===== src/rtl/led_sink_pkg.sv =====
package led_sink_pkg;
  // Register offsets
  localparam logic [7:0] CTRL_BASE_ADDR = 8'h06;
  localparam logic [7:0] CTRL_LAST_ADDR = 8'h0f;
  localparam logic [7:0] BRIGHT_BASE_ADDR = 8'h16;
  localparam logic [7:0] BRIGHT_LAST_ADDR = 8'h1f;
  localparam logic [7:0] CHIP_CONFIG_ADDR = 8'h00;
  localparam logic [7:0] POWER_SAVE_ADDR = 8'h36;
  localparam logic [7:0] SOFT_RESET_ADDR = 8'h3d;
  // Field positions
  localparam int SUPPLY_BIT = 6;
  localparam int CURVE_BIT = 5;
  localparam int RANGE_LSB = 3;
  localparam int CHIP_RUN_BIT = 6;
  localparam int BOOST_EN_BIT = 0;
  localparam int LIGHT_IN_BIT = 1;
  localparam int POWER_SAVE_BIT = 5;
  // Reset values
  localparam logic [7:0] CTRL_RESET = 8'h00;
  localparam logic [7:0] BRIGHT_RESET = 8'h00;
  localparam logic [7:0] CONFIG_RESET = 8'h00;
  localparam logic [7:0] POWER_SAVE_RESET = 8'h00;
  // Timing
  localparam int CLK_MHZ = 100;
  localparam int MEM_INIT_US = 10;
  localparam int MEM_INIT_CYCLES = MEM_INIT_US * CLK_MHZ;
  localparam int STARTUP_US = 5;
  localparam int STARTUP_CYCLES = STARTUP_US * CLK_MHZ;
  localparam int SOFT_START_US = 20;
  localparam int SOFT_START_CYCLES = SOFT_START_US * CLK_MHZ;
  localparam int NUM_CH = 10;
  typedef enum logic [2:0] {
    ST_RESET, ST_STANDBY, ST_MEMINIT, ST_STARTUP, ST_BOOST,
    ST_NORMAL, ST_POWERSAVE
  } mode_t;
endpackage


===== src/rtl/led_sink_mode_control.sv =====
`timescale 1ns/1ps
`default_nettype none
// Functional notes
// - Any write to reset register reloads all defaults, then standby.
// - Power-on reset holds reset; on release go to standby.
// - Chip run bit reads zero after every reset.
// - Standby disables outputs; registers writable and effective at startup.
// - Enable pin high triggers memory initialisation before operation.
// - Chip run bit set launches internal startup sequence.
// - Thermal shutdown disables operation; stay in startup until clear.
// - Boost soft-start from startup end or normal when boost enabled.
// - All sinks forced off during boost soft-start.
// - Normal mode accepts any write order, any bits per write.
// - Power-save bit set enters power-save, analogue off while idle.
// - Supply bit zero selects boost output, one selects external supply.
// - Supply selection never enables boost; only boost bit does.
// - Output ten configured as light input never sinks current.
// - Full-scale bits select 3, 6, 12.5 or 25.5 mA.
// - Code zero is zero; linear current is code/255 of full scale.
// - Control bit five one selects logarithmic, zero linear curve.
// - Curve applies to engine and direct brightness alike.
// - Logarithmic curve uses 12-bit internal resolution.
// - Log minimum step 0.78 uA at code 00, 6.25 uA at 11.
// - Enable pin low holds device disabled and reset.
// - Engine brightness overrides direct brightness when engine drives.
module led_sink_mode_control #(
  parameter int MEM_INIT_CYC = led_sink_pkg::MEM_INIT_CYCLES,
  parameter int STARTUP_CYC = led_sink_pkg::STARTUP_CYCLES,
  parameter int SOFT_START_CYC = led_sink_pkg::SOFT_START_CYCLES
) (
  // Clock and reset
  input wire logic CORE_CLK,
  input wire logic RESET,
  // Pins and analogue status
  input wire logic EN_PIN,
  input wire logic POR_ACTIVE,
  input wire logic THERMAL_SHUTDOWN,
  input wire logic DEVICE_IDLE,
  // Register write/read port from serial interface
  input wire logic REG_WR,
  input wire logic REG_RD,
  input wire logic [7:0] REG_ADDR,
  input wire logic [7:0] REG_WDATA,
  output logic [7:0] REG_RDATA,
  // Lighting engine brightness
  input wire logic [9:0] ENGINE_ACTIVE,
  input wire logic [79:0] ENGINE_BRIGHT,
  // Analogue controls and status
  output logic BOOST_ON,
  output logic ANALOG_ON,
  output logic POWER_SAVE_ON,
  output logic MEM_INIT_BUSY,
  output logic [2:0] MODE,
  output logic [9:0] SINK_ON,
  output logic [9:0] SUPPLY_EXT,
  output logic [19:0] RANGE_SEL,
  output logic [119:0] SINK_CODE
);
  localparam int CW = 16;

  logic en_s1_ff, en_s2_ff, en_s3_ff, en_ff;
  logic por_s1_ff, por_s2_ff, por_s3_ff, por_ff;
  logic hot_s1_ff, hot_s2_ff, hot_s3_ff, hot_ff;
  logic soft_rst_ff;
  logic [7:0] ctrl_ff [10];
  logic [7:0] bright_ff [10];
  logic [7:0] config_ff;
  logic [7:0] psave_ff;
  led_sink_pkg::mode_t mode_ff, nxt_mode;
  logic [CW-1:0] cnt_ff, nxt_cnt;
  logic wr_reset;
  logic held_rst;

  // Pin synchronisers: accept change once stages two and three agree
  always_ff @(posedge CORE_CLK or posedge RESET) begin
    if (RESET) begin
      en_s1_ff <= 1'b0;
      en_s2_ff <= 1'b0;
      en_s3_ff <= 1'b0;
      en_ff <= 1'b0;
      por_s1_ff <= 1'b1;
      por_s2_ff <= 1'b1;
      por_s3_ff <= 1'b1;
      por_ff <= 1'b1;
      hot_s1_ff <= 1'b0;
      hot_s2_ff <= 1'b0;
      hot_s3_ff <= 1'b0;
      hot_ff <= 1'b0;
    end else begin
      en_s1_ff <= EN_PIN;
      en_s2_ff <= en_s1_ff;
      en_s3_ff <= en_s2_ff;
      if (en_s2_ff == en_s3_ff) begin
        en_ff <= en_s3_ff;
      end
      por_s1_ff <= POR_ACTIVE;
      por_s2_ff <= por_s1_ff;
      por_s3_ff <= por_s2_ff;
      if (por_s2_ff == por_s3_ff) begin
        por_ff <= por_s3_ff;
      end
      hot_s1_ff <= THERMAL_SHUTDOWN;
      hot_s2_ff <= hot_s1_ff;
      hot_s3_ff <= hot_s2_ff;
      if (hot_s2_ff == hot_s3_ff) begin
        hot_ff <= hot_s3_ff;
      end
    end
  end

  assign wr_reset = REG_WR && (REG_ADDR == led_sink_pkg::SOFT_RESET_ADDR);
  // Enable low also holds the device in reset
  assign held_rst = por_ff || !en_ff;

  always_ff @(posedge CORE_CLK or posedge RESET) begin
    if (RESET) begin
      soft_rst_ff <= 1'b0;
    end else begin
      soft_rst_ff <= wr_reset;
    end
  end

  // Register file; any order, whole byte per write
  always_ff @(posedge CORE_CLK or posedge RESET) begin
    if (RESET) begin
      config_ff <= led_sink_pkg::CONFIG_RESET;
      psave_ff <= led_sink_pkg::POWER_SAVE_RESET;
    end else if (soft_rst_ff || held_rst) begin
      config_ff <= led_sink_pkg::CONFIG_RESET;
      psave_ff <= led_sink_pkg::POWER_SAVE_RESET;
    end else if (REG_WR) begin
      if (REG_ADDR == led_sink_pkg::CHIP_CONFIG_ADDR) begin
        config_ff <= REG_WDATA;
      end
      if (REG_ADDR == led_sink_pkg::POWER_SAVE_ADDR) begin
        psave_ff <= REG_WDATA;
      end
    end
  end

  genvar g;
  generate
    for (g = 0; g < led_sink_pkg::NUM_CH; g++) begin : g_ch
      localparam logic [7:0] CA = led_sink_pkg::CTRL_BASE_ADDR + 8'(g);
      localparam logic [7:0] BA = led_sink_pkg::BRIGHT_BASE_ADDR + 8'(g);
      logic [7:0] src;
      logic [11:0] lin12, log12, code12;
      logic [11:0] lt;
      logic [8:0] man;
      logic blocked;

      always_ff @(posedge CORE_CLK or posedge RESET) begin
        if (RESET) begin
          ctrl_ff[g] <= led_sink_pkg::CTRL_RESET;
          bright_ff[g] <= led_sink_pkg::BRIGHT_RESET;
        end else if (soft_rst_ff || held_rst) begin
          ctrl_ff[g] <= led_sink_pkg::CTRL_RESET;
          bright_ff[g] <= led_sink_pkg::BRIGHT_RESET;
        end else if (REG_WR) begin
          if (REG_ADDR == CA) begin
            ctrl_ff[g] <= REG_WDATA;
          end
          if (REG_ADDR == BA) begin
            bright_ff[g] <= REG_WDATA;
          end
        end
      end

      // Engine value wins over direct register
      assign src = ENGINE_ACTIVE[g] ? ENGINE_BRIGHT[g*8 +: 8] :
                   bright_ff[g];
      // Linear: code/255 scaled into 12 bits (code*4095/255 = code*16+code/16)
      assign lin12 = {src, 4'h0} | {8'h00, src[7:4]};
      // Log: code*12/256 as octave and fraction, spans 1 to ~4000
      assign lt = 12'(src) * 12'h00c;
      assign man = {1'b1, lt[7:0]};
      assign log12 = (src == 8'h00) ? 12'h000 :
                     12'((20'(man) << lt[11:8]) >> 8);
      assign code12 = ctrl_ff[g][led_sink_pkg::CURVE_BIT] ? log12 :
                      lin12;
      if (g == led_sink_pkg::NUM_CH - 1) begin : g_als
        assign blocked = config_ff[led_sink_pkg::LIGHT_IN_BIT];
      end else begin : g_norm
        assign blocked = 1'b0;
      end

      always_ff @(posedge CORE_CLK or posedge RESET) begin
        if (RESET) begin
          SINK_ON[g] <= 1'b0;
          SINK_CODE[g*12 +: 12] <= 12'h000;
          SUPPLY_EXT[g] <= 1'b0;
          RANGE_SEL[g*2 +: 2] <= 2'h0;
        end else begin
          // Sinks only in normal or power-save, never in soft start
          SINK_ON[g] <= ((mode_ff == led_sink_pkg::ST_NORMAL) ||
                         (mode_ff == led_sink_pkg::ST_POWERSAVE)) &&
                        !blocked && (code12 != 12'h000);
          SINK_CODE[g*12 +: 12] <= code12;
          SUPPLY_EXT[g] <= ctrl_ff[g][led_sink_pkg::SUPPLY_BIT];
          RANGE_SEL[g*2 +: 2] <=
            ctrl_ff[g][led_sink_pkg::RANGE_LSB +: 2];
        end
      end
    end
  endgenerate

  // Mode sequencer
  always_comb begin
    nxt_mode = mode_ff;
    nxt_cnt = (cnt_ff == '0) ? cnt_ff : cnt_ff - CW'(1);
    case (mode_ff)
      led_sink_pkg::ST_RESET: begin
        if (!por_ff) begin
          nxt_mode = led_sink_pkg::ST_STANDBY;
        end
      end
      led_sink_pkg::ST_STANDBY: begin
        if (en_ff) begin
          nxt_mode = led_sink_pkg::ST_MEMINIT;
          nxt_cnt = CW'(MEM_INIT_CYC);
        end
      end
      led_sink_pkg::ST_MEMINIT: begin
        if (cnt_ff == '0 && config_ff[led_sink_pkg::CHIP_RUN_BIT]) begin
          nxt_mode = led_sink_pkg::ST_STARTUP;
          nxt_cnt = CW'(STARTUP_CYC);
        end
      end
      led_sink_pkg::ST_STARTUP: begin
        if (hot_ff) begin
          nxt_cnt = CW'(STARTUP_CYC);
        end else if (cnt_ff == '0) begin
          if (config_ff[led_sink_pkg::BOOST_EN_BIT]) begin
            nxt_mode = led_sink_pkg::ST_BOOST;
            nxt_cnt = CW'(SOFT_START_CYC);
          end else begin
            nxt_mode = led_sink_pkg::ST_NORMAL;
          end
        end
      end
      led_sink_pkg::ST_BOOST: begin
        if (cnt_ff == '0) begin
          nxt_mode = led_sink_pkg::ST_NORMAL;
        end
      end
      led_sink_pkg::ST_NORMAL: begin
        if (!BOOST_ON && config_ff[led_sink_pkg::BOOST_EN_BIT]) begin
          nxt_mode = led_sink_pkg::ST_BOOST;
          nxt_cnt = CW'(SOFT_START_CYC);
        end else if (psave_ff[led_sink_pkg::POWER_SAVE_BIT]) begin
          nxt_mode = led_sink_pkg::ST_POWERSAVE;
        end
      end
      led_sink_pkg::ST_POWERSAVE: begin
        if (!psave_ff[led_sink_pkg::POWER_SAVE_BIT]) begin
          nxt_mode = led_sink_pkg::ST_NORMAL;
        end
      end
      default: begin
        nxt_mode = led_sink_pkg::ST_RESET;
      end
    endcase
    // Leaving run or overheating returns to lower modes
    if ((mode_ff == led_sink_pkg::ST_BOOST ||
         mode_ff == led_sink_pkg::ST_NORMAL ||
         mode_ff == led_sink_pkg::ST_POWERSAVE) && hot_ff) begin
      nxt_mode = led_sink_pkg::ST_STARTUP;
      nxt_cnt = CW'(STARTUP_CYC);
    end
    if (mode_ff != led_sink_pkg::ST_RESET &&
        mode_ff != led_sink_pkg::ST_STANDBY &&
        mode_ff != led_sink_pkg::ST_MEMINIT &&
        !config_ff[led_sink_pkg::CHIP_RUN_BIT]) begin
      nxt_mode = led_sink_pkg::ST_MEMINIT;
      nxt_cnt = '0;
    end
    if (soft_rst_ff || held_rst) begin
      nxt_mode = led_sink_pkg::ST_RESET;
      nxt_cnt = '0;
    end
  end

  always_ff @(posedge CORE_CLK or posedge RESET) begin
    if (RESET) begin
      mode_ff <= led_sink_pkg::ST_RESET;
      cnt_ff <= '0;
    end else begin
      mode_ff <= nxt_mode;
      cnt_ff <= nxt_cnt;
    end
  end

  // Analogue and status outputs
  always_ff @(posedge CORE_CLK or posedge RESET) begin
    if (RESET) begin
      BOOST_ON <= 1'b0;
      ANALOG_ON <= 1'b0;
      POWER_SAVE_ON <= 1'b0;
      MEM_INIT_BUSY <= 1'b0;
      MODE <= 3'h0;
    end else begin
      // Boost follows its enable bit in boost, normal and power-save modes, not supply selection
      BOOST_ON <= (nxt_mode == led_sink_pkg::ST_BOOST ||
                   nxt_mode == led_sink_pkg::ST_NORMAL ||
                   nxt_mode == led_sink_pkg::ST_POWERSAVE) &&
                  config_ff[led_sink_pkg::BOOST_EN_BIT];
      ANALOG_ON <= (mode_ff == led_sink_pkg::ST_STARTUP && !hot_ff) ||
                   mode_ff == led_sink_pkg::ST_BOOST ||
                   mode_ff == led_sink_pkg::ST_NORMAL ||
                   (mode_ff == led_sink_pkg::ST_POWERSAVE &&
                    !DEVICE_IDLE);
      POWER_SAVE_ON <= mode_ff == led_sink_pkg::ST_POWERSAVE && DEVICE_IDLE;
      MEM_INIT_BUSY <= mode_ff == led_sink_pkg::ST_MEMINIT &&
                       cnt_ff != '0;
      MODE <= mode_ff;
    end
  end

  // Read data; reset register reads as zero
  always_ff @(posedge CORE_CLK or posedge RESET) begin
    if (RESET) begin
      REG_RDATA <= 8'h00;
    end else if (REG_RD) begin
      REG_RDATA <= 8'h00;
      if (REG_ADDR == led_sink_pkg::CHIP_CONFIG_ADDR) begin
        REG_RDATA <= config_ff;
      end
      if (REG_ADDR == led_sink_pkg::POWER_SAVE_ADDR) begin
        REG_RDATA <= psave_ff;
      end
      for (int i = 0; i < led_sink_pkg::NUM_CH; i++) begin
        if (REG_ADDR == led_sink_pkg::CTRL_BASE_ADDR + 8'(i)) begin
          REG_RDATA <= ctrl_ff[i];
        end
        if (REG_ADDR == led_sink_pkg::BRIGHT_BASE_ADDR + 8'(i)) begin
          REG_RDATA <= bright_ff[i];
        end
      end
    end
  end
endmodule
`default_nettype wire


===== config.mk =====
export PLATFORM = sky130hd
export DESIGN_NAME = led_sink_mode_control
export DESIGN_NICKNAME = d
export VERILOG_FILES = /design/src/rtl/led_sink_pkg.sv /design/src/rtl/led_sink_mode_control.sv
export SDC_FILE = /design/constraint.sdc
export NUM_CORES = 1
export LEC_CHECK = 0
export BUFFER_PORTS_ARGS = -buffer_cell sky130_fd_sc_hd__buf_2
export CORE_UTILIZATION = 59
export CTS_CLUSTER_SIZE = 10
export DETAILED_ROUTE_END_ITERATION = 8
export PLACE_DENSITY_LB_ADDON = 0.08
export SYNTH_ARGS = -nofsm -noshare
export SYNTH_HDL_FRONTEND = slang
export SYNTH_SLANG_ARGS = --single-unit

===== constraint.sdc =====
create_clock -name CORE_CLK -period 13.93 [get_ports CORE_CLK]
set_input_delay 0.6965 -clock CORE_CLK [delete_from_list [all_inputs] [get_ports CORE_CLK]]
set_output_delay 0.6965 -clock CORE_CLK [all_outputs]
set_load 0.02 [all_outputs]

# Word level (Yosys, flattened, before mapping)
# Cells that the tools add are included.
# totals
ff_bits	383
wordCells	402
out_inout_bits	175
# op_classes
n_eq_ne	36
n_shift	10
bitwise	10
n_addsub	1
mul	10
n_mux	143
n_reduce_logical	109
# op_table
operator	count
two-way mux 8 bit	98
two-way mux 12 bit	20
<< shifter 9 x 4 -> 20 bit	10
two-way mux 16 bit	10
bitwise OR 12 x 4 -> 12 bit	10
nonzero test 12 bit	10
multiplier 8 x 2 -> 10 bit (second input constant)	10
logical NOT 8 bit	11
== test 8 x 5 -> 1 bit (second input constant)	10
== test 8 x 4 -> 1 bit (second input constant)	8
case mux 16 bit (4 select lines)	1
nonzero test 2 bit	23
AND reduction 2 bit	22
two-way mux 3 bit	12
logical AND 1 bit	23
case mux 3 bit (7 select lines)	1
== test 3 bit (second input constant)	6
== test 8 x 3 -> 1 bit (second input constant)	2
== test 8 x 6 -> 1 bit (second input constant)	2
logical NOT 16 bit	1
nonzero test 16 bit	1
subtractor 16 x 1 -> 16 bit (second input constant)	1
logical OR 1 bit	10
== test 3 x 2 -> 1 bit (second input constant)	2
other kinds (8)	15

# Longest topological paths before layout
# logic_depth
ltp_word	23
ltp_mapped	17

# Worst setup path after synthesis
# OpenSTA, ideal clock, no wires.
# synth_timing
kind	input to register
start	in ENGINE_ACTIVE[0]
end	reg SINK_ON[0]
required_ns	13.801
cell_stages	15
setup_slack_ns	9.201
arrival_ns	4.599
path_cell_list	buf_2 -> mux2i_1 -> inv_1 -> ha_1 -> fa_1 -> a211o_1 -> and3_1 -> or3_1 -> buf_6 -> a2111oi_4 -> a41oi_2 -> mux2_4 -> a21o_2 -> or4_1 -> o41a_1
# synth_via
elab_chain_cells	7
elab_cells_between_ends	9
classes_between	mul: 1; shift: 1; mux: 3; bitwise: 1; reduce/logical: 3
# synth_lines
item	line	rtl
start: declaration	led_sink_mode_control.sv:46	input wire logic [9:0] ENGINE_ACTIVE,
two-way mux 8 bit *	led_sink_mode_control.sv:170	assign src = ENGINE_ACTIVE[g] ? ENGINE_BRIGHT[g*8 +: 8] :
multiplier 8 x 2 -> 10 bit	led_sink_mode_control.sv:175	assign lt = 12'(src) * 12'h00c;
<< shifter 9 x 4 -> 20 bit	led_sink_mode_control.sv:178	12'((20'(man) << lt[11:8]) >> 8);
two-way mux 12 bit	led_sink_mode_control.sv:177	assign log12 = (src == 8'h00) ? 12'h000 :
two-way mux 12 bit *	led_sink_mode_control.sv:179	assign code12 = ctrl_ff[g][led_sink_pkg::CURVE_BIT] ? log12 :
net g_ch[0].code12[10]	led_sink_mode_control.sv:147	logic [11:0] lin12, log12, code12;
nonzero test 12 bit *	led_sink_mode_control.sv:197	!blocked && (code12 != 12'h000);
logical AND 1 bit *	led_sink_mode_control.sv:197	
end signal: indexed assignment	led_sink_mode_control.sv:195	SINK_ON[g] <= ((mode_ff == led_sink_pkg::ST_NORMAL) ||
end: declaration	led_sink_mode_control.sv:54	output logic [9:0] SINK_ON,
# The timed path passes the listed nets; every way through them passes the cells marked *.
# A chain may end at the register's enable or synchronous reset.

# Worst setup path after layout
# layout_timing
start	reg bright_ff[9] (netlist bit)
end	reg SINK_ON[8]
# layout_via
elab_chain_cells	7
elab_cells_between_ends	9
classes_between	mul: 1; shift: 1; mux: 3; bitwise: 1; reduce/logical: 3
# layout_lines
item	line	rtl
start: declaration	led_sink_mode_control.sv:66	logic [7:0] bright_ff [10];
start signal: indexed assignment	led_sink_mode_control.sv:155	bright_ff[g] <= led_sink_pkg::BRIGHT_RESET;
start signal: indexed assignment	led_sink_mode_control.sv:158	bright_ff[g] <= led_sink_pkg::BRIGHT_RESET;
two-way mux 8 bit *	led_sink_mode_control.sv:170	
multiplier 8 x 2 -> 10 bit	led_sink_mode_control.sv:175	
<< shifter 9 x 4 -> 20 bit	led_sink_mode_control.sv:178	
two-way mux 12 bit *	led_sink_mode_control.sv:177	
two-way mux 12 bit *	led_sink_mode_control.sv:179	
net g_ch[8].code12[3]	led_sink_mode_control.sv:147	
nonzero test 12 bit *	led_sink_mode_control.sv:197	
logical AND 1 bit *	led_sink_mode_control.sv:197	
# Marked as above.

==> results_dict.tcl <==
set metrics [dict create \
    maxSlewViolCount 0 \
    dr.pass1.iters 7 \
    portBuffers 288 \
    dieArea_mm2 0.04564 \
    ant_nets 0 \
    multi_input_area_mm2 0.01566 \
    slew_headroom_pct 13.18 \
    worstPathArrival_ps 5150 \
    synth_nets 3284 \
    cts-root-buf "clkbuf_16" \
    avgSynthCellArea_um2 8.695 \
    outcome "finished clean" \
    nNetsFinal 3460 \
    core_mm2 0.04422 \
    layout_commonest_cell "dfrtp_1" \
    cpMaxStageDelayCell "a211oi_1" \
    hold_class "in2reg" \
    cts_setup_buffers 0 \
    hold_ws_ps 206.7 \
    power_frac_comb_pct 28.8 \
    grt_pass1_vias 23830 \
    regArea_mm2 0.009589 \
    cts_tree "done" \
    drcViolationCount 0 \
    cts-buffers-inserted 46 \
    max_stage_delay_ps 1040 \
    async_flop_share_pct 100.0 \
    yosysTopAreaCell "dfrtp_1" \
    max_cap_violations 0 \
    finalHoldViolations 0 \
    grt_use_total_pct 36.54 \
    fin_crit_ps 4736 \
    ys_ff_latch 383 \
    synth_top_area_share_pct 35.89 \
    worstPathRequired_ps 14350 \
    drt_iter0_markers 3051 \
    p_seq_share_pct 36.5 \
    syn_area_mm2 0.02642 \
    place_area_mm2 0.02806 \
    final_area_mm2 0.02944 \
    drive_gt1_share_pct 13.71 \
    ys.flop_type "dfrtp_1" \
    tightest_slew_ps 1294 \
    std_cell_rows 77 \
    power.switching_mw 1.098 \
    area_delta_synth_final_pct 11.40 \
    p_per_area_mw_per_mm2 110.2 \
    final_cell_mix "dfrtp_1, buf_2, nor2_1" \
    period_share_pct 34.00 \
    ys_warn_count 0 \
    clkTransAtPathRegs_ps 60 \
    cts_sinks 383 \
    synth.area.top_cells "dfrtp_1, mux2i_1, ha_1" \
    p_int_mw 2.145 \
    clk_latency_ps 590 \
    crit_type "reg2reg" \
    chipHeight_um 213.6 \
    pwr-share-clk_pct 34.7 \
    ioPinCount 289 \
    seq_area_frac_synth_pct 36.29 \
    startpoint_type "flip-flop" \
    critical_path.max_fanout 12 \
    synth_edf_count 0 \
    synthCells 3039 \
    start_util_pct 59.75 \
    ys_types 114 \
    leakage_nw 14.08 \
    ctsHoldBuffers 0 \
    switching_share_pct 33.84 \
    irDropWorstVdd_uv 130.1 \
    via_per_inst 6.682 \
    finalClockSkew_ps 24.59 \
    setup_violations 0 \
    ctsLongestPathBuffers 3 \
    grt_pass1_wl_um 131300 \
    rsz0062_at_grt "no" \
    end_kind "flip-flop" \
    grt_max_degree 184 \
    place_hpwl_um 61730 \
    fin_ws_ps 9194 \
    die_w_um 213.6 \
    vias 25605 \
    antenna_found_initial 4 \
    fill_cells 3669 \
    wl_um 85200 \
    gp_congestion 0.9790 \
    fmax_mhz 211.2 \
    path_cells "mux2i_1 > inv_1 > ha_1 > fa_1 > a211oi_1 > o21bai_1 > a211oi_1 > a22oi_1 > a221oi_1 > o31ai_1 > nor4_1 > a41oi_1" \
    crit_top_cell "a211oi_1" \
    tns_ps 0 \
    cts_resized 0 \
    cts_max_level 2 \
    overflow 0 \
    place_worst_setup_slack_ps 8677 \
    wl_per_cell_um 22.23 \
]
==> state kept, by name, indices dropped and copies added (netlist names), 3 cells and up <==
register	flops
psave_ff	8
ctrl_ff	80
SINK_CODE	120
REG_RDATA	8
cnt_ff	16
SUPPLY_EXT	10
config_ff	8
bright_ff	80
MODE	3
mode_ff	3
SINK_ON	10
RANGE_SEL	20
==> worst max-delay path: cells and delay by family, from the launching register on <==
| family | cells | cell delay, ps |
|---|---|---|
| adders and majority gates | 2 | 780 |
| muxes | 1 | 300 |
| buffers and inverters | 1 | 160 |
| AOI/OAI and AO/OA | 7 | 2610 |
| DFF | 1 | 440 |
| and+or+nand+nor | 1 | 270 |
==> power groups by stage <==
| stage | combinational (mW) | clock (mW) | sequential [mW] |
|---|---|---|---|
| 2_1_floorplan | 0.672 | 0 | 1.22 |
| 3_3_place_gp | 0.883 | 0 | 1.20 |
| 3_5_place_dp | 0.903 | 0 | 1.20 |
| 4_1_cts | 0.917 | 1.13 | 1.18 |
| 5_1_grt | 1.02 | 1.18 | 1.19 |
| 6_report | 0.935 | 1.12 | 1.18 |
==> stage by stage <==
step / instances / util (%) / power [mW]
floorplan: 3039 / - / 1.895
global placement: 3759 / 63.45 / 2.083
detailed placement: 3759 / 63.45 / 2.105
CTS: 3830 / 66.55 / 3.235
global route: 3831 / 66.56 / 3.382
finish: 3832 / 66.56 / 3.243
==> cells in the mapped netlist (all sizes together), types with 22 or more instances <==
cell type and count:
nor2b 26, nand2 268, nor2 280, a22oi 38
o211ai 25, o221ai 22, a21oi 257, nor3 71
clkbuf 152, a31oi 34, o21a 29, or2 25
nand3 163, a211oi 54, xnor2 43, nor4 22
ha 121, dfrtp 379, o22ai 72, inv 125
buf 25, mux2i 211, or3 32, o21ai 136
a21o 47
==> area by class of cell <==
type                       count  share of cell area, %
timing repair buffer         305                  5.381
multi-input combinational   2352                  53.21
antenna                        2                0.01700
sequential                   383                  32.58
inverter                     127                  1.645
clock buffer                  65                  4.395
clock inverter                 6                 0.2635
tap                          592                  2.516
==> final timing paths <==
check                                 to  slack (ps)  cells past startpoint          from
setup reg to reg              SINK_ON[8]        9190                     12  bright_ff[9]
hold / removal                 por_s1_ff         210                      1    POR_ACTIVE
max in group asynchronous  bright_ff[59]       12140                      3         RESET
setup / recovery              SINK_ON[8]        9190                     12  bright_ff[9]
hold reg to reg                 en_s2_ff         350                      0      en_s1_ff
min in group asynchronous  SINK_CODE[85]         270                      2         RESET
==> cells by family after synthesis <==
| kind of cell | Yosys count | share of synthesized area, % |
|---|---|---|
| AO/OA/AOI/OAI | 921 | 23.53 |
| XOR/XNOR | 64 | 2.306 |
| adder cells (fa/ha/maj) | 134 | 6.601 |
| buffers and inverters | 304 | 4.551 |
| flip-flops | 383 | 36.29 |
| multiplexers | 226 | 8.703 |
| AND/OR/NAND/NOR | 1007 | 18.02 |
==> routing by layer <==
metal	part of all wire, %	routed length [um]	up-vias	GRT usage (%)
met3	9.4	7991	256	6.649
met5	0.028	24	-	0
met1	41	34840	12332	49.54
li1	-	-	11611	-
met2	45	38700	1402	57.02
met4	4.3	3641	4	16.63
Power figures use the tool's default switching activity.
